`src/hdl/asem_cfg.svh`:
```
`ifndef ASEM_CFG_SVH
`define ASEM_CFG_SVH

// Register offsets
`define ASEM_ADDR_STATUS 8'h01
`define ASEM_ADDR_MAG 8'h06
`define ASEM_ADDR_ROUTE 8'h07
`define ASEM_ADDR_BIAS 8'h08
`define ASEM_ADDR_MON 8'h09

// Reset values
`define ASEM_RST_MAG 8'h00
`define ASEM_RST_ROUTE 8'h00
`define ASEM_RST_BIAS 8'h00
`define ASEM_RST_MON 8'h00

// Field positions
`define ASEM_STATUS_POR_BIT 7
`define ASEM_STATUS_RDY_BIT 6
`define ASEM_STATUS_REF_BIT 0
`define ASEM_MON_SEL_HI 7
`define ASEM_MON_SEL_LO 5
`define ASEM_BIAS_PINS 7

// Monitor selector codes
`define ASEM_MON_OFF 3'h0
`define ASEM_MON_MIDSCALE 3'h1
`define ASEM_MON_TEMP 3'h2
`define ASEM_MON_ANALOG 3'h3
`define ASEM_MON_DIGITAL 3'h4
`define ASEM_MON_BO_LOW 3'h5
`define ASEM_MON_BO_MID 3'h6
`define ASEM_MON_BO_HIGH 3'h7

// Gain code for unity
`define ASEM_GAIN_UNITY 3'h0

// Timing
`define ASEM_CLK_PERIOD_NS 100
`define ASEM_STARTUP_NS 2000
`define ASEM_STARTUP_CYCLES ((`ASEM_STARTUP_NS + `ASEM_CLK_PERIOD_NS - 1) / `ASEM_CLK_PERIOD_NS)

`endif

```
`src/hdl/asem_pkg.sv`:
```
`default_nettype none

package asem_pkg;

  typedef enum logic [1:0] {
    ST_BOOT = 2'b01,
    ST_READY = 2'b10
  } asem_start_state_type;

  typedef enum logic [1:0] {
    BO_OFF = 2'h0,
    BO_0U2 = 2'h1,
    BO_1U = 2'h2,
    BO_10U = 2'h3
  } asem_burnout_type;

  typedef logic [7:0] asem_byte_type;
  typedef logic [3:0] asem_nibble_type;

endpackage

`default_nettype wire

```
`src/hdl/asem_mon_if.sv`:
```
`timescale 1ns/1ns
`default_nettype none

interface asem_mon_if;
  import asem_pkg::*;
  logic [2:0] monitor_select;
  logic [2:0] gain_code;
  logic [1:0] amplifier_enable_code;
  logic temp_sensor_en;
  logic analog_supply_reading_en;
  logic digital_supply_reading_en;
  logic midscale_force;
  logic inputs_disconnect;
  logic burnout_current_source;
  asem_burnout_type burnout_level;
  logic [2:0] effective_gain;
  logic [1:0] amp_enable_out;

  modport decoder (
    input monitor_select, gain_code, amplifier_enable_code,
    output temp_sensor_en, analog_supply_reading_en, digital_supply_reading_en,
    output midscale_force, inputs_disconnect, burnout_current_source,
    output burnout_level, effective_gain, amp_enable_out
  );
  modport ctrl (
    output monitor_select, gain_code, amplifier_enable_code,
    input temp_sensor_en, analog_supply_reading_en, digital_supply_reading_en,
    input midscale_force, inputs_disconnect, burnout_current_source,
    input burnout_level, effective_gain, amp_enable_out
  );
endinterface

`default_nettype wire

```
`src/hdl/asem_mon_decode.sv`:
```
`timescale 1ns/1ns
`default_nettype none
`include "asem_cfg.svh"

module asem_mon_decode (
  // Clock and reset
  input wire logic i_clk,
  input wire logic i_arst_n,
  // Monitor signals
  asem_mon_if.decoder mon
);
  import asem_pkg::*;

  function automatic logic is_supply(input logic [2:0] sel);
    is_supply = (sel == `ASEM_MON_ANALOG) || (sel == `ASEM_MON_DIGITAL);
  endfunction

  // Function enables, registered
  always_ff @(posedge i_clk or negedge i_arst_n) begin
    if (!i_arst_n) begin
      mon.temp_sensor_en <= 1'b0;
      mon.analog_supply_reading_en <= 1'b0;
      mon.digital_supply_reading_en <= 1'b0;
      mon.midscale_force <= 1'b0;
      mon.inputs_disconnect <= 1'b0;
    end else begin
      mon.temp_sensor_en <= (mon.monitor_select == `ASEM_MON_TEMP);
      mon.analog_supply_reading_en <= (mon.monitor_select == `ASEM_MON_ANALOG);
      mon.digital_supply_reading_en <= (mon.monitor_select == `ASEM_MON_DIGITAL);
      mon.midscale_force <= (mon.monitor_select == `ASEM_MON_MIDSCALE);
      // Off and burn-out keep the multiplexed inputs
      mon.inputs_disconnect <= (mon.monitor_select == `ASEM_MON_TEMP) ||
                               is_supply(mon.monitor_select);
    end
  end

  // Burn-out sources on the selected input pair
  always_ff @(posedge i_clk or negedge i_arst_n) begin
    if (!i_arst_n) begin
      mon.burnout_current_source <= 1'b0;
      mon.burnout_level <= BO_OFF;
    end else begin
      mon.burnout_current_source <= mon.monitor_select[2] && (mon.monitor_select[1:0] != 2'h0);
      case (mon.monitor_select)
        `ASEM_MON_BO_LOW: begin
          mon.burnout_level <= BO_0U2;
        end
        `ASEM_MON_BO_MID: begin
          mon.burnout_level <= BO_1U;
        end
        `ASEM_MON_BO_HIGH: begin
          mon.burnout_level <= BO_10U;
        end
        default: begin
          mon.burnout_level <= BO_OFF;
        end
      endcase
    end
  end

  // Gain seen by the amplifier
  always_ff @(posedge i_clk or negedge i_arst_n) begin
    if (!i_arst_n) begin
      mon.effective_gain <= `ASEM_GAIN_UNITY;
      mon.amp_enable_out <= 2'h0;
    end else begin
      mon.amp_enable_out <= mon.amplifier_enable_code;
      if (is_supply(mon.monitor_select)) begin
        mon.effective_gain <= `ASEM_GAIN_UNITY;
      end else begin
        mon.effective_gain <= mon.gain_code;
      end
    end
  end
endmodule

`default_nettype wire

```
`src/hdl/asem_ctrl.sv`:
```
// Overview of operation
// - Magnitude code sets both excitation currents
// - Each source routed by own nibble
// - Both sources may share one pin
// - Per-pin enables for mid-supply bias
// - Three-bit monitor selector in 09h
// - Selector 010 routes temperature sensor
// - Temperature mode disconnects inputs, keeps gain
// - Selectors 011/100 route supply readings
// - Supply monitor forces unity gain
// - Supply monitor works with amplifier bypassed
// - Selectors 101-111 set burn-out currents
// - Burn-out sources positive, sinks negative
// - Status byte at 01h with flags
// - Power-on flag set by reset, sticky
// - Power-on flag cleared by writing zero
// - Status bit 6 shows ready
// - Low-reference flag updated each conversion end
// - Selector 001 forces mid-scale input
`timescale 1ns/1ns
`default_nettype none
`include "asem_cfg.svh"

module asem_ctrl #(
  parameter int STARTUP_CYCLES = `ASEM_STARTUP_CYCLES
) (
  // Clock and reset
  input wire logic i_clk,
  input wire logic i_arst_n,
  // Register port
  input wire asem_pkg::asem_byte_type i_addr,
  input wire asem_pkg::asem_byte_type i_wr_data,
  input wire logic i_wr_en,
  input wire logic i_rd_en,
  output asem_pkg::asem_byte_type o_rd_data,
  // Core status inputs
  input wire logic i_por_event,
  input wire logic i_ref_monitor_enable,
  input wire logic i_ref_below_threshold,
  input wire logic i_conversion_done_signal,
  input wire logic [2:0] i_gain_code,
  input wire logic [1:0] i_amplifier_enable_code,
  // Excitation sources
  output asem_pkg::asem_nibble_type o_current_magnitude_code,
  output logic o_excitation_active,
  output asem_pkg::asem_nibble_type o_source_one_pin_select,
  output asem_pkg::asem_nibble_type o_source_two_pin_select,
  // Mid-supply bias
  output logic [6:0] o_bias_pin_enable,
  // System monitor
  output logic o_temp_sensor_en,
  output logic o_analog_supply_reading_en,
  output logic o_digital_supply_reading_en,
  output logic o_midscale_force,
  output logic o_inputs_disconnect,
  output logic o_burnout_current_source,
  output asem_pkg::asem_burnout_type o_burnout_level,
  output logic [2:0] o_effective_gain,
  output logic [1:0] o_amplifier_enable_code,
  // Status flags
  output logic o_power_on_reset_flag,
  output logic o_ready,
  output logic o_low_reference_flag
);
  import asem_pkg::*;

  localparam logic [15:0] STARTUP_LAST = 16'(STARTUP_CYCLES - 1);

  asem_start_state_type state;
  logic [15:0] boot_cnt;
  asem_byte_type reg_mag;
  asem_byte_type reg_route;
  asem_byte_type reg_bias;
  asem_byte_type reg_mon;
  logic por_flag;
  logic ref_flag;
  logic ref_hit;
  logic cfg_wr;
  logic por_clear;
  asem_byte_type next_rd_data;
  asem_byte_type status_byte;

  asem_mon_if mon_bus();

  function automatic logic hit(input asem_byte_type a, input asem_byte_type b);
    hit = (a == b);
  endfunction

  assign cfg_wr = i_wr_en && (state == ST_READY);
  assign por_clear = cfg_wr && hit(i_addr, `ASEM_ADDR_STATUS) &&
                     !i_wr_data[`ASEM_STATUS_POR_BIT];

  // Start-up sequencing; registers locked until ready
  always_ff @(posedge i_clk or negedge i_arst_n) begin
    if (!i_arst_n) begin
      state <= ST_BOOT;
      boot_cnt <= 16'h0000;
    end else begin
      case (state)
        ST_BOOT: begin
          if (boot_cnt == STARTUP_LAST) begin
            state <= ST_READY;
          end else begin
            boot_cnt <= boot_cnt + 16'h0001;
          end
        end
        ST_READY: begin
          state <= ST_READY;
        end
        default: begin
          state <= ST_BOOT;
          boot_cnt <= 16'h0000;
        end
      endcase
    end
  end

  // Configuration registers
  always_ff @(posedge i_clk or negedge i_arst_n) begin
    if (!i_arst_n) begin
      reg_mag <= `ASEM_RST_MAG;
      reg_route <= `ASEM_RST_ROUTE;
      reg_bias <= `ASEM_RST_BIAS;
      reg_mon <= `ASEM_RST_MON;
    end else if (cfg_wr) begin
      if (hit(i_addr, `ASEM_ADDR_MAG)) begin
        reg_mag <= i_wr_data;
      end
      if (hit(i_addr, `ASEM_ADDR_ROUTE)) begin
        reg_route <= i_wr_data;
      end
      if (hit(i_addr, `ASEM_ADDR_BIAS)) begin
        reg_bias <= i_wr_data;
      end
      if (hit(i_addr, `ASEM_ADDR_MON)) begin
        reg_mon <= i_wr_data;
      end
    end
  end

  // Power-on flag: reset sets it, a fresh event beats the clear
  always_ff @(posedge i_clk or negedge i_arst_n) begin
    if (!i_arst_n) begin
      por_flag <= 1'b1;
    end else if (i_por_event) begin
      por_flag <= 1'b1;
    end else if (por_clear) begin
      por_flag <= 1'b0;
    end
  end

  // Low-reference fault caught over the conversion, shown at its end
  always_ff @(posedge i_clk or negedge i_arst_n) begin
    if (!i_arst_n) begin
      ref_hit <= 1'b0;
      ref_flag <= 1'b0;
    end else if (i_conversion_done_signal) begin
      ref_flag <= ref_hit || (i_ref_monitor_enable && i_ref_below_threshold);
      ref_hit <= 1'b0;
    end else if (i_ref_monitor_enable && i_ref_below_threshold) begin
      ref_hit <= 1'b1;
    end
  end

  // Read path
  always_comb begin
    status_byte = 8'h00;
    status_byte[`ASEM_STATUS_POR_BIT] = por_flag;
    status_byte[`ASEM_STATUS_RDY_BIT] = (state == ST_READY);
    status_byte[`ASEM_STATUS_REF_BIT] = ref_flag;
    case (i_addr)
      `ASEM_ADDR_STATUS: begin
        next_rd_data = status_byte;
      end
      `ASEM_ADDR_MAG: begin
        next_rd_data = reg_mag;
      end
      `ASEM_ADDR_ROUTE: begin
        next_rd_data = reg_route;
      end
      `ASEM_ADDR_BIAS: begin
        next_rd_data = reg_bias;
      end
      `ASEM_ADDR_MON: begin
        next_rd_data = reg_mon;
      end
      default: begin
        next_rd_data = 8'h00;
      end
    endcase
  end

  always_ff @(posedge i_clk or negedge i_arst_n) begin
    if (!i_arst_n) begin
      o_rd_data <= 8'h00;
    end else if (i_rd_en) begin
      o_rd_data <= next_rd_data;
    end else begin
      o_rd_data <= 8'h00;
    end
  end

  // Excitation and bias outputs
  always_ff @(posedge i_clk or negedge i_arst_n) begin
    if (!i_arst_n) begin
      o_current_magnitude_code <= 4'h0;
      o_excitation_active <= 1'b0;
      o_source_one_pin_select <= 4'h0;
      o_source_two_pin_select <= 4'h0;
      o_bias_pin_enable <= 7'h00;
    end else begin
      o_current_magnitude_code <= reg_mag[3:0];
      o_excitation_active <= (reg_mag[3:0] != 4'h0);
      // Equal nibbles pass unchanged
      o_source_one_pin_select <= reg_route[3:0];
      o_source_two_pin_select <= reg_route[7:4];
      o_bias_pin_enable <= reg_bias[`ASEM_BIAS_PINS-1:0];
    end
  end

  // Status outputs
  always_ff @(posedge i_clk or negedge i_arst_n) begin
    if (!i_arst_n) begin
      o_power_on_reset_flag <= 1'b1;
      o_ready <= 1'b0;
      o_low_reference_flag <= 1'b0;
    end else begin
      o_power_on_reset_flag <= por_flag;
      o_ready <= (state == ST_READY);
      o_low_reference_flag <= ref_flag;
    end
  end

  // Monitor decoder
  assign mon_bus.monitor_select = reg_mon[`ASEM_MON_SEL_HI:`ASEM_MON_SEL_LO];
  assign mon_bus.gain_code = i_gain_code;
  assign mon_bus.amplifier_enable_code = i_amplifier_enable_code;

  asem_mon_decode u_decode (
    .i_clk(i_clk),
    .i_arst_n(i_arst_n),
    .mon(mon_bus.decoder)
  );

  assign o_temp_sensor_en = mon_bus.temp_sensor_en;
  assign o_analog_supply_reading_en = mon_bus.analog_supply_reading_en;
  assign o_digital_supply_reading_en = mon_bus.digital_supply_reading_en;
  assign o_midscale_force = mon_bus.midscale_force;
  assign o_inputs_disconnect = mon_bus.inputs_disconnect;
  assign o_burnout_current_source = mon_bus.burnout_current_source;
  assign o_burnout_level = mon_bus.burnout_level;
  assign o_effective_gain = mon_bus.effective_gain;
  assign o_amplifier_enable_code = mon_bus.amp_enable_out;
endmodule

`default_nettype wire

```
`config.mk`:
```
export PLATFORM = sky130hd
export DESIGN_NAME = asem_ctrl
export DESIGN_NICKNAME = d
export VERILOG_FILES = /design/src/hdl/asem_pkg.sv /design/src/hdl/asem_mon_if.sv /design/src/hdl/asem_mon_decode.sv /design/src/hdl/asem_ctrl.sv
export VERILOG_INCLUDE_DIRS = /design/src /design/src/hdl
export SDC_FILE = /design/constraint.sdc
export NUM_CORES = 1
export LEC_CHECK = 0
export ABC_CLOCK_PERIOD_IN_PS = 1700
export BUFFER_PORTS_ARGS = -buffer_cell sky130_fd_sc_hd__buf_2
export CELL_PAD_IN_SITES_DETAIL_PLACEMENT = 1
export CELL_PAD_IN_SITES_GLOBAL_PLACEMENT = 1
export CORE_MARGIN = 1.5
export CORE_UTILIZATION = 42
export CTS_BUF_LIST = sky130_fd_sc_hd__clkbuf_4 sky130_fd_sc_hd__clkbuf_8
export CTS_CLUSTER_SIZE = 24
export DETAILED_ROUTE_END_ITERATION = 7
export PLACE_DENSITY_LB_ADDON = 0.1
export SLEW_MARGIN = 25
export SYNTH_ARGS = -nofsm -noshare
export SYNTH_HDL_FRONTEND = slang
export SYNTH_SLANG_ARGS = --single-unit
```
`constraint.sdc`:
```
create_clock -name i_clk -period 1.7 [get_ports i_clk]
set_input_delay 0.085 -clock i_clk [delete_from_list [all_inputs] [get_ports i_clk]]
set_output_delay 0.085 -clock i_clk [all_outputs]
set_load 0.005 [all_outputs]
```
---- After elaboration in Yosys (flattened, before gate mapping) ----
Cells that the tools add are included.
word-level totals
  bits in writable memories ............... 0
  bits in latches ......................... 0
  memories ................................ 0
  memory bits (read-only) ................. 0
  register bits ........................... 97
operators by class
  $lt $le $gt $ge ......................... 0
  multipliers ............................. 0
  multiplexer cells ....................... 12
  reduce and logical (&&, ||, !) cells .... 18
  shift-type cells ........................ 0
  eq/ne operators ......................... 17
  div/mod/pow operators ................... 0
  bitwise logic cells ..................... 1
  add/subtract/negate cells ............... 1
operator list
  kind                     number
  $pmux W8 S5              1
  $pmux W16 S2             1
  $add A16 B1 Y16 const B  1
  $eq A16 B5 Y1 const B    1
  $eq A8 B3 Y1 const B     2
  $eq A8 B4 Y1 const B     2
  $mux W16                 1
  $eq A3 B3 Y1 const B     4
  $reduce_and A2 Y1        5
  $eq A8 B1 Y1 const B     1
  $mux W8                  1
  $eq A3 B2 Y1 const B     2
  $pmux W2 S3              1
  $reduce_bool A2 Y1       3
  $logic_and A1 B1 Y1      5
  $mux W1                  4
  $ne A2 B2 Y1 const B     2
  $pmux W2 S2              1
  $reduce_bool A4 Y1       1
  $eq A3 B1 Y1 const B     1
  $logic_or A1 B1 Y1       3
  $mux W3                  1
  $eq A2 B1 Y1 const B     1
  $eq A2 B2 Y1 const B     1
  3 further kinds          3

---- Logic depth before layout (Yosys ltp) ----
Gate-level depths: netlist of the first run.
  depth in word-level cells ............... 6
  gate-level depth with buffers ........... 7
  depth with buffers taken out ............ 6

---- Hierarchy ----
Synthesis of the first run repeated with hierarchy kept, for this count alone.
unflattened totals
  cells, all modules ...................... 309
  area total of the unflattened synthesis .. 3973.8 um2
by module, submodules not included
  module           times used  area an instance (um2)  cells each
  asem_ctrl        1           3545.9                  283
  asem_mon_decode  1           427.9                   26

---- Least setup slack after synthesis of the first run ----
Ideal clock, no wire load.
  kind .................................... reg2reg
  start ................................... register state[0]
  end ..................................... register reg_mon[0]
  data arrival time ....................... 1.581 ns
  buffers on the path ..................... 0
  setup time .............................. 0.125 ns
  cell stages (with the launch flop) ...... 6
  path slack .............................. -0.005 ns
  cell sequence ........................... dfstp_2 > inv_1 > ha_1 > and4_2 > nand2_1 > mux2_2
between the ends
  longest elaborated chain between the ends .. 3
RTL lines
  item                                line              source
  start: declaration                  asem_ctrl.sv:69   asem_start_state_type state;
  start signal: assignment            asem_ctrl.sv:96   state <= ST_BOOT;
  start signal: assignment            asem_ctrl.sv:102  state <= ST_READY;
  start signal: assignment            asem_ctrl.sv:108  state <= ST_READY;
  $eq A2 B2 Y1                        -
  via status_byte[6]                  asem_ctrl.sv:81   asem_byte_type status_byte;
  $logic_and A1 B1 Y1                 asem_ctrl.sv:89   assign cfg_wr = i_wr_en && (state == ST_READY);
  $reduce_and A2 Y1 (no source line)  -
  end signal: assignment              asem_ctrl.sv:124  reg_mon <= `ASEM_RST_MON;
  end signal: assignment              asem_ctrl.sv:136  reg_mon <= i_wr_data;
  end: declaration                    asem_ctrl.sv:74   asem_byte_type reg_mon;
The timed path passes the listed nets, and every way through them passes these cells.
A chain may end at the register's enable or synchronous reset.

---- Worst setup path in the final report of the first run ----
  start ................................... register state[0]
  end ..................................... register reg_mag[0]
between the ends
  longest elaborated chain between the ends .. 3
RTL lines
  item                                line              source
  $eq A2 B2 Y1                        -
  via status_byte[6]                  asem_ctrl.sv:81
  $logic_and A1 B1 Y1                 asem_ctrl.sv:89
  $reduce_and A2 Y1 (no source line)  -
  end signal: assignment              asem_ctrl.sv:121  reg_mag <= `ASEM_RST_MAG;
  end signal: assignment              asem_ctrl.sv:127  reg_mag <= i_wr_data;
  end: declaration                    asem_ctrl.sv:71   asem_byte_type reg_mag;
The timed path passes the listed nets, and every way through them passes these cells.

==> results of run 1 <==
[per-layer routing]
metal  up-vias  GRT usage [%]
met5         -              0
met4         0           6.83
met3        11           3.30
met2        69           31.7
met1      1506           30.5
li1       1335              -
[where the power goes]
| part | total, mW | internal [mW] | switching [mW] |
|---|---|---|---|
| sequential | 2.39 | 2.36 | 0.0282 |
| combinational | 0.256 | 0.118 | 0.138 |
| clock | 1.66 | 0.759 | 0.899 |
| total | 4.30 | 3.23 | 1.06 |
[what timing repair did]
item                       CTS  global route
setup endpoints to repair   21            33
hold endpoints to repair    59             0
buffers inserted             2             1
gates resized for setup      4            15
pin swaps                    1             4
hold buffers                14             0
[cells by family after synthesis]
kind of cell | synth area share, %
buf+inv | 1.96
simple gates | 11.6
mux | 11.2
fa+ha+maj | 0.965
compound gates | 11.7
flops | 62.5
[through the flow]
| stage | std cells | utilization (%) | worst slack [ns] | hold WS, ns | instance area [um^2] |
|---|---|---|---|---|---|
| 2_1_floorplan | 297 | - | -0.00526 | -0.211 | 3890 |
| 3_3_place_gp | 497 | 52.1 | 0.0214 | 0.0957 | 4610 |
| 3_5_place_dp | 497 | 52.1 | -0.0411 | 0.0997 | 4610 |
| 4_1_cts | 529 | 56.5 | 0.00803 | 0.00711 | 5000 |
| 5_1_grt | 530 | 57.3 | -0.0265 | 0.00490 | 5070 |
| 6_report | 530 | 57.3 | 0.0466 | 0.0107 | 5070 |
[registers in the layout (all words and copies together), names as in the netlist, 3 cells and up]
| register | cells |
|---|---|
| reg_mon | 8 |
| reg_route | 8 |
| o_current_magnitude_code | 4 |
| u_decode.mon.effective_gain | 3 |
| o_source_one_pin_select | 4 |
| reg_bias | 8 |
| reg_mag | 8 |
| boot_cnt | 16 |
| o_rd_data | 8 |
| o_source_two_pin_select | 4 |
| o_bias_pin_enable | 7 |
[synthesized netlist by cell type, types with 2 or more instances]
| library cell | n |
|---|---|
| a21oi_1 | 6 |
| mux2_2 | 36 |
| a22oi_1 | 8 |
| and3_1 | 6 |
| a31oi_1 | 2 |
| nand2_1 | 20 |
| nand3_1 | 7 |
| dfstp_2 | 3 |
| nor2_1 | 9 |
| buf_2 | 7 |
| nand2b_1 | 2 |
| or2_2 | 2 |
| nor2b_1 | 3 |
| a21o_1 | 3 |
| nor4_1 | 2 |
| o211ai_1 | 3 |
| o31ai_1 | 6 |
| and2_1 | 6 |
| clkbuf_1 | 8 |
| o21ai_0 | 11 |
| and4_1 | 3 |
| dfrtp_1 | 94 |
| a211oi_1 | 8 |
| inv_1 | 2 |
| mux2i_1 | 3 |
| a221oi_1 | 8 |
| a41oi_1 | 3 |
| ha_1 | 3 |
| nor3b_1 | 2 |
| nand4_1 | 2 |
[worst max-delay path, cell delays in order (launching register included)]
cell and delay (ns):
dfstp_2 0.39, inv_2 0.06, ha_4 0.16, nand3_4 0.09
nor4_4 0.29, buf_4 0.21, mux2_2 0.34
[worst paths after layout]
kind,slack [ns],startpoint,cells after the start,to
min in group asynchronous,0.23,i_arst_n,2,boot_cnt[11]
max in group asynchronous,0.81,i_arst_n,3,por_flag
worst max-delay path,0.05,state[0],6,reg_mag[0]
worst min-delay path,0.01,i_wr_data[5],2,reg_route[5]
worst min register to register,0.39,por_flag,0,o_power_on_reset_flag
worst max register to register,0.05,state[0],6,reg_mag[0]
[cell type report]
cell class              instances  share of cell area (%)
flip-flops and latches         97                    47.9
multi-input cells             182                    28.5
repair buffers                124                    16.3
clock buffers                  10                    2.71
well taps                     108                    2.66
clock inverters                 6                    1.68
inverters                       3                   0.247
==> metrics.yaml, run 1 <==
status: "finished, final reports clean"
dp_hpwl_um: 6740
die_w_um: 99.2
n_antenna_cell: 0
yosys.area.top_type_share_pct: 60.5
fin_nets: 449
gp_congestion: 0.803
ys_warn_count: 0
routed_wl_um: 9850
die_area_mm2: 0.00985
register_area_mm2: 0.00243
clock_path_buffers: 2
final_cell_mix: "dfrtp_1 (94), buf_2 (71), mux2_2 (36)"
clk_latency_ns: 0.37
synth_nets: 329
synth-seq-cells: 97
synth_cell_types: 49
grt_usage_pct: 20.8
dr_wl_met3_um: 325
seq_area_frac_synth_pct: 62.5
worst_ep_arrival_time_ns: 1.91
grt_pass1_wl_um: 16100
layout_min_cycle_time_ns: 1.65
coreArea_mm2: 0.00885
drc: 0
cts_tree: "built"
wl_met1_um: 4890
fill_cells: 946
postSynth.asyncResetShare_pct: 100
synthCells: 297
cp_data_required_time_ns: 1.95
crit_type: "register to register"
ios: 73
areaGrowthSynthToFinish_pct: 30.4
path_clk_slew_ns: 0.11
final_common_cell: "dfrtp_1"
portBuffers: 72
grt_pass1_vias: 3084
ys_top_cells_by_area: "dfrtp_1 (60%), mux2_2 (10%), dfstp_2 (2.0%)"
root_buffer: "clkbuf_8"
setup_viol_count_final: 0
num_vias: 2921
hold_viol_final: 0
final-max-slew-violation-count: 0
synthFlopType: "dfrtp_1"
power_per_cell_area_mw_per_mm2: 848
synth_area_mm2: 0.00389
route.top_layer_used: "met4"
cts_made_buffers: 9
viasPerCell: 5.51
drt_iter0_drc: 87
core.rowCount: 34
wl_met2_um: 4490
leakage_nw: 2.56
wire_per_inst_um: 18.6
htreeDepth: 3
yosys.area.top_type: "dfrtp_1"
max_cap_violations: 0
tns_ns: 0
first_pass_iters: 5
ir_worst_vdd_v: 0.000545
multi_input_area_mm2: 0.00145
cp-end-kind: "register"
fin_skew_ns: 0.00707
drive_above_1_share_pct: 44.1
cp_max_fo: 4
grt_max_degree: 39
tightest_slew_ns: 0.526
clock_sinks: 97
synth-edff-count: 0
min_path_type: "input pin to register"
ant_nets: 0
avgSynthCellArea_um2: 13.1
start_util_pct: 43.9
startpoint_type: "register"
overflow: 0
max_freq_mhz: 605
antenna_found_initial: 0
power_mw: 4.30
post-route-period-util_pct: 97.3
die_h_um: 99.2
max_slew_margin_pct: 64.9
No activity file was read; power rests on OpenSTA's default activity.
==> run 2: changes to the inputs <==
--- a/config.mk
+++ b/config.mk
@@ -16,7 +16,9 @@
 export CTS_CLUSTER_SIZE = 24
 export DETAILED_ROUTE_END_ITERATION = 7
 export PLACE_DENSITY_LB_ADDON = 0.1
+export RECOVER_POWER = 25
 export SLEW_MARGIN = 25
 export SYNTH_ARGS = -nofsm -noshare
 export SYNTH_HDL_FRONTEND = slang
 export SYNTH_SLANG_ARGS = --single-unit
+export TNS_END_PERCENT = 10
==> run 2 against run 1 <==
  * Wire length decreased by 1.6%
  * Setup slack got worse by 0.011 ns
  * Sequential share of layout area increased by 0.23 points
  * Non-clock buffer count unchanged
  * Cell count unchanged
  * Clock power about the same
  * First-iteration DRC count increased by 62%
  * Critical path depth unchanged
  * Global-route usage decreased by 0.061 points
  * Sequential power about the same
  * Flip-flop and latch count unchanged
  * Die area unchanged
==> metrics.yaml, run 2 (synthesis gave the netlist of run 1 again) <==
clock_sinks: 97
timing.rr.start: "state[0]"
leakage_nw: 2.55
core.rowCount: 34
cts_made_buffers: 9
power_per_cell_area_mw_per_mm2: 849
fin_skew_ns: 0.00891
layout_min_cycle_time_ns: 1.66
largest_register_ffs: 16
top_register: "boot_cnt"
ios: 73
reg2reg_to: "boot_cnt[10]"
cp_max_fo: 5
cp_data_required_time_ns: 2.01
overflow: 0
dp_hpwl_um: 6740
ant_nets: 0
wire_per_inst_um: 18.3
grt_usage_pct: 20.7
clk_latency_ns: 0.36
dpl_cell_area_mm2: 0.00461
htreeDepth: 3
fin_nets: 449
grt_pass1_vias: 3072
startpoint_type: "register"
max_freq_mhz: 601
routed_wl_um: 9690
die_h_um: 99.2
max_slew_margin_pct: 31.9
final_common_cell: "dfrtp_1"
areaGrowthSynthToFinish_pct: 29.8
antenna_found_initial: 0
n_antenna_cell: 0
viasPerCell: 5.53
portBuffers: 72
power_mw: 4.29
stdcell_area_mm2: 0.00505
drive_above_1_share_pct: 42.9
final-max-slew-violation-count: 0
clock_path_buffers: 2
die_area_mm2: 0.00985
cp-end-kind: "register"
coreArea_mm2: 0.00885
tightest_slew_ns: 1.02
drc: 0
root_buffer: "clkbuf_8"
status: "finished, final reports clean"
start_util_pct: 43.9
first_pass_iters: 4
ir_worst_vdd_v: 0.000540
die_w_um: 99.2
drt_iter0_drc: 141
path_clk_slew_ns: 0.10
min_path_type: "input pin to register"
grt_pass1_wl_um: 16000
r2r_slack_ns: 0.04
worst_ep_arrival_time_ns: 1.97
num_vias: 2933
max_cap_violations: 0
setup_viol_count_final: 0
hold_viol_final: 0
grt_max_degree: 39
crit_type: "register to register"
cts_tree: "built"
crit_start: "state[0]"
final_cell_mix: "dfrtp_1 (94), buf_2 (71), mux2_2 (36)"
post-route-period-util_pct: 97.9
setup.worst_path.end: "boot_cnt[10]"
rr_worst_depth: 6
gp_congestion: 0.803
run 2: changes by cell type in the layout (fill, tap and decap cells not counted), sizes merged:
cell,previous run,this run
clkinvlp,1,2
buf,110,109
clkinv,2,1
clkbuf,10,11
run 2: how the worst min path moves through the flow:
stage | cells after the start | slack [ns] | start | to
3_3_place_gp | 1 | 0.1 | i_arst_n | u_decode.mon.effective_gain[0]
3_5_place_dp | 1 | 0.1 | i_arst_n | u_decode.mon.digital_supply_reading_en
6_report | 2 | 0.02 | i_wr_data[5] | reg_route[5]
2_1_floorplan | 0 | -0.21 | i_arst_n | boot_cnt[0]
4_1_cts | 2 | 0.007 | i_wr_data[5] | reg_route[5]
5_1_grt | 2 | 0.005 | i_wr_data[6] | reg_route[6]
run 2: cell type report:
type,instances,area (um^2)
Clock buffer,10,138
Timing Repair Buffer,124,818
Clock inverter,6,85.1
Multi-Input combinational cell,182,1430
Inverter,3,15.0
Fill cell,939,3800
Sequential cell,97,2430
Tap cell,108,135
run 2: report_power, final:
group / leakage, nW / internal (mW) / total, mW / switching, mW
Clock: 0.110 / 0.759 / 1.65 / 0.888
Sequential: 1.29 / 2.36 / 2.38 / 0.0280
Combinational: 1.15 / 0.117 / 0.254 / 0.137
Total: 2.55 / 3.23 / 4.29 / 1.05
run 2: critical path, stage by stage (launching register included):
cell	delay, ns
dfstp_2	0.55
inv_2	0.05
ha_4	0.17
buf_6	0.13
nand4b_1	0.22
or3_1	0.41
nand3_1	0.08
run 2: layer usage:
layer	global-route usage (%)	routed length [um]	up-vias
li1	-	-	1343
met1	30.4	4830	1500
met2	31.6	4360	75
met3	3.30	298	15
met4	6.83	201	0
met5	0	0	-
run 2: repair_timing:
| action | in CTS | in global routing |
|---|---|---|
| hold buffers | 14 | 0 |
| setup endpoints to repair | 21 | 49 |
| pin swaps | 0 | 2 |
| gates cloned | 0 | 0 |
| buffers inserted | 1 | 2 |
| hold endpoints to repair | 59 | 0 |
| gates resized for setup | 2 | 12 |
run 2: stage by stage:
step	TNS (ns)	hold slack (ns)	setup WS, ns	util, %	instances
6_report	0	0.0160	0.0355	57.0	530
4_1_cts	-0.284	0.00711	-0.0293	56.3	528
5_1_grt	-0.0357	0.00479	-0.0234	57.0	530
3_5_place_dp	-0.296	0.0997	-0.0411	52.1	497
2_1_floorplan	-0.0841	-0.211	-0.00526	-	297
3_3_place_gp	0	0.0957	0.0214	52.1	497
==> run 3: changes to the inputs <==
--- a/config.mk
+++ b/config.mk
@@ -10,6 +10,7 @@
 export BUFFER_PORTS_ARGS = -buffer_cell sky130_fd_sc_hd__buf_2
 export CELL_PAD_IN_SITES_DETAIL_PLACEMENT = 1
 export CELL_PAD_IN_SITES_GLOBAL_PLACEMENT = 1
+export CORE_ASPECT_RATIO = 1.5
 export CORE_MARGIN = 1.5
 export CORE_UTILIZATION = 42
 export CTS_BUF_LIST = sky130_fd_sc_hd__clkbuf_4 sky130_fd_sc_hd__clkbuf_8
==> run 3 against run 2 <==
  * Sequential share of layout area barely moved
  * Count of clock-buffer cells in the layout rose by 1
  * Final area did not move
  * Die area rose by 0.12%
  * Non-clock buffer count rose by 1
  * Fmax fell by 0.52%
  * Largest power group unchanged
  * First-iteration DRC count fell by 43%
  * Global-route usage rose by 1.3 points
  * Critical endpoint is now reg_route[0]
  * Critical path depth did not move
  * Core utilization fell by 0.54 points
  * Sequential power barely moved
  * Via count fell by 1.3%
==> metrics.yaml, run 3 (synthesis gave the netlist of run 1 again) <==
status: "finished, final reports clean"
power_per_cell_area_mw_per_mm2: 795
hold_ws_ns: 0.0357
cp_data_required_time_ns: 1.96
antenna_found_initial: 1
drc: 0
setup_viol_count_final: 0
grt.busiest_layer: "met2"
grt_pass1_wl_um: 15700
ios: 73
reg2reg_to: "reg_route[0]"
layout_min_cycle_time_ns: 1.67
min-delay-start: "i_wr_data[0]"
cp-end-kind: "register"
crit_type: "register to register"
largest_register_ffs: 16
whs_path_depth: 2
top_register: "boot_cnt"
wire_per_inst_um: 18.7
areaGrowthSynthToFinish_pct: 29.8
leakage_nw: 2.54
holdPathEnd: "reg_mon[0]"
cp_max_fo: 4
fin_nets: 450
tns_ns: 0
grt_max_degree: 40
core.rowCount: 42
path_cells: "inv_2 > ha_4 > and4_2 > nand2_2 > buf_4 > mux2_2"
htreeDepth: 3
r2r_slack_ns: 0.03
stdcell_area_mm2: 0.00505
viasPerCell: 5.43
drt_iter0_drc: 81
rr_worst_depth: 6
ir_worst_vdd_v: 0.000522
worst_ep_arrival_time_ns: 1.93
dpl_cell_area_mm2: 0.00462
num_vias: 2896
tightest_slew_ns: 0.725
root_buffer: "clkbuf_8"
min_path_type: "input pin to register"
timing.rr.start: "state[0]"
max_freq_mhz: 598
gp_congestion: 0.839
grtUsageMet2_pct: 39.0
startpoint_type: "register"
cp_slowest_cell: "dfstp_2"
utilization_pct: 56.5
post-route-period-util_pct: 98.4
grt_pass1_vias: 3184
die_w_um: 81.6
drive_above_1_share_pct: 44.0
path_clk_slew_ns: 0.09
max_slew_margin_pct: 51.7
hold_viol_final: 0
cts_made_buffers: 9
final_common_cell: "dfrtp_1"
max_cap_violations: 0
overflow: 0
final_cell_mix: "dfrtp_1 (92), buf_2 (71), mux2_2 (35)"
dp_cells: 500
clock_sinks: 97
cts_tree: "built"
clock_path_buffers: 2
max_stage_delay_ns: 0.55
fin_skew_ns: 0.00582
dp_hpwl_um: 7360
rsz0062_at_grt: "yes"
grt_usage_pct: 22.0
die_h_um: 121
finalNonFillerCells: 533
first_pass_iters: 4
n_antenna_cell: 0
routed_wl_um: 9990
groute.layer.met1.usage_pct: 24.4
use_met3_pct: 5.04
portBuffers: 72
start_util_pct: 43.5
final-max-slew-violation-count: 0
ant_nets: 0
clk_latency_ns: 0.37
die_area_mm2: 0.00986
fill_cells: 951
coreArea_mm2: 0.00893
run 3: cell type report:
cell class	instances	area, um^2	share of cell area, %
clock inverters	5	38.8	0.768
well taps	110	138	2.73
flip-flops and latches	97	2430	48.2
inverters	3	12.5	0.248
clock buffers	11	139	2.75
multi-input cells	182	1460	28.9
repair buffers	125	827	16.4
run 3: how the worst max path moves through the flow:
stage | from | end | slack [ns]
floorplan | state[0] | reg_mon[0] | -0.005
global placement | state[0] | reg_route[4] | 0.003
detailed placement | state[0] | reg_route[6] | -0.04
CTS | state[0] | reg_route[6] | -0.005
global route | state[0] | reg_mon[4] | -0.01
finish | state[0] | reg_route[0] | 0.03
run 3: through the flow:
| stage | setup slack [ns] | power (mW) |
|---|---|---|
| after CTS | -0.00453 | 4.09 |
| after floorplan | -0.00526 | 2.50 |
| after global placement | 0.00299 | 2.66 |
| final | 0.0268 | 4.01 |
| after detailed placement | -0.0354 | 2.67 |
| after global routing | -0.0108 | 4.20 |
run 3: routing by layer:
metal,vias to the layer above,routed length (um)
li1,1339,-
met1,1473,3850
met2,63,5570
met3,19,314
met4,2,246
met5,-,13
run 3: critical path, delay by kind of cell (launching register included):
family                   cells  cell delay, ns
flip-flops                   1            0.55
multiplexers                 1            0.33
adder cells (fa/ha/maj)      1            0.17
AND/OR/NAND/NOR              2            0.33
buffers and inverters        2            0.18
run 3: timing repair:
item                                    in CTS  in global routing
hold endpoints to repair                    93                  1
pin swaps                                    0                  3
hold buffers                                15                  1
resized for setup                            3                 19
endpoints found under the setup margin      24                 43
setup buffers                                0                  1
run 3: power breakdown:
group	total (mW)	internal, mW	switching, mW
logic	0.256	0.120	0.136
registers	2.38	2.36	0.0282
clock network	1.37	0.575	0.796
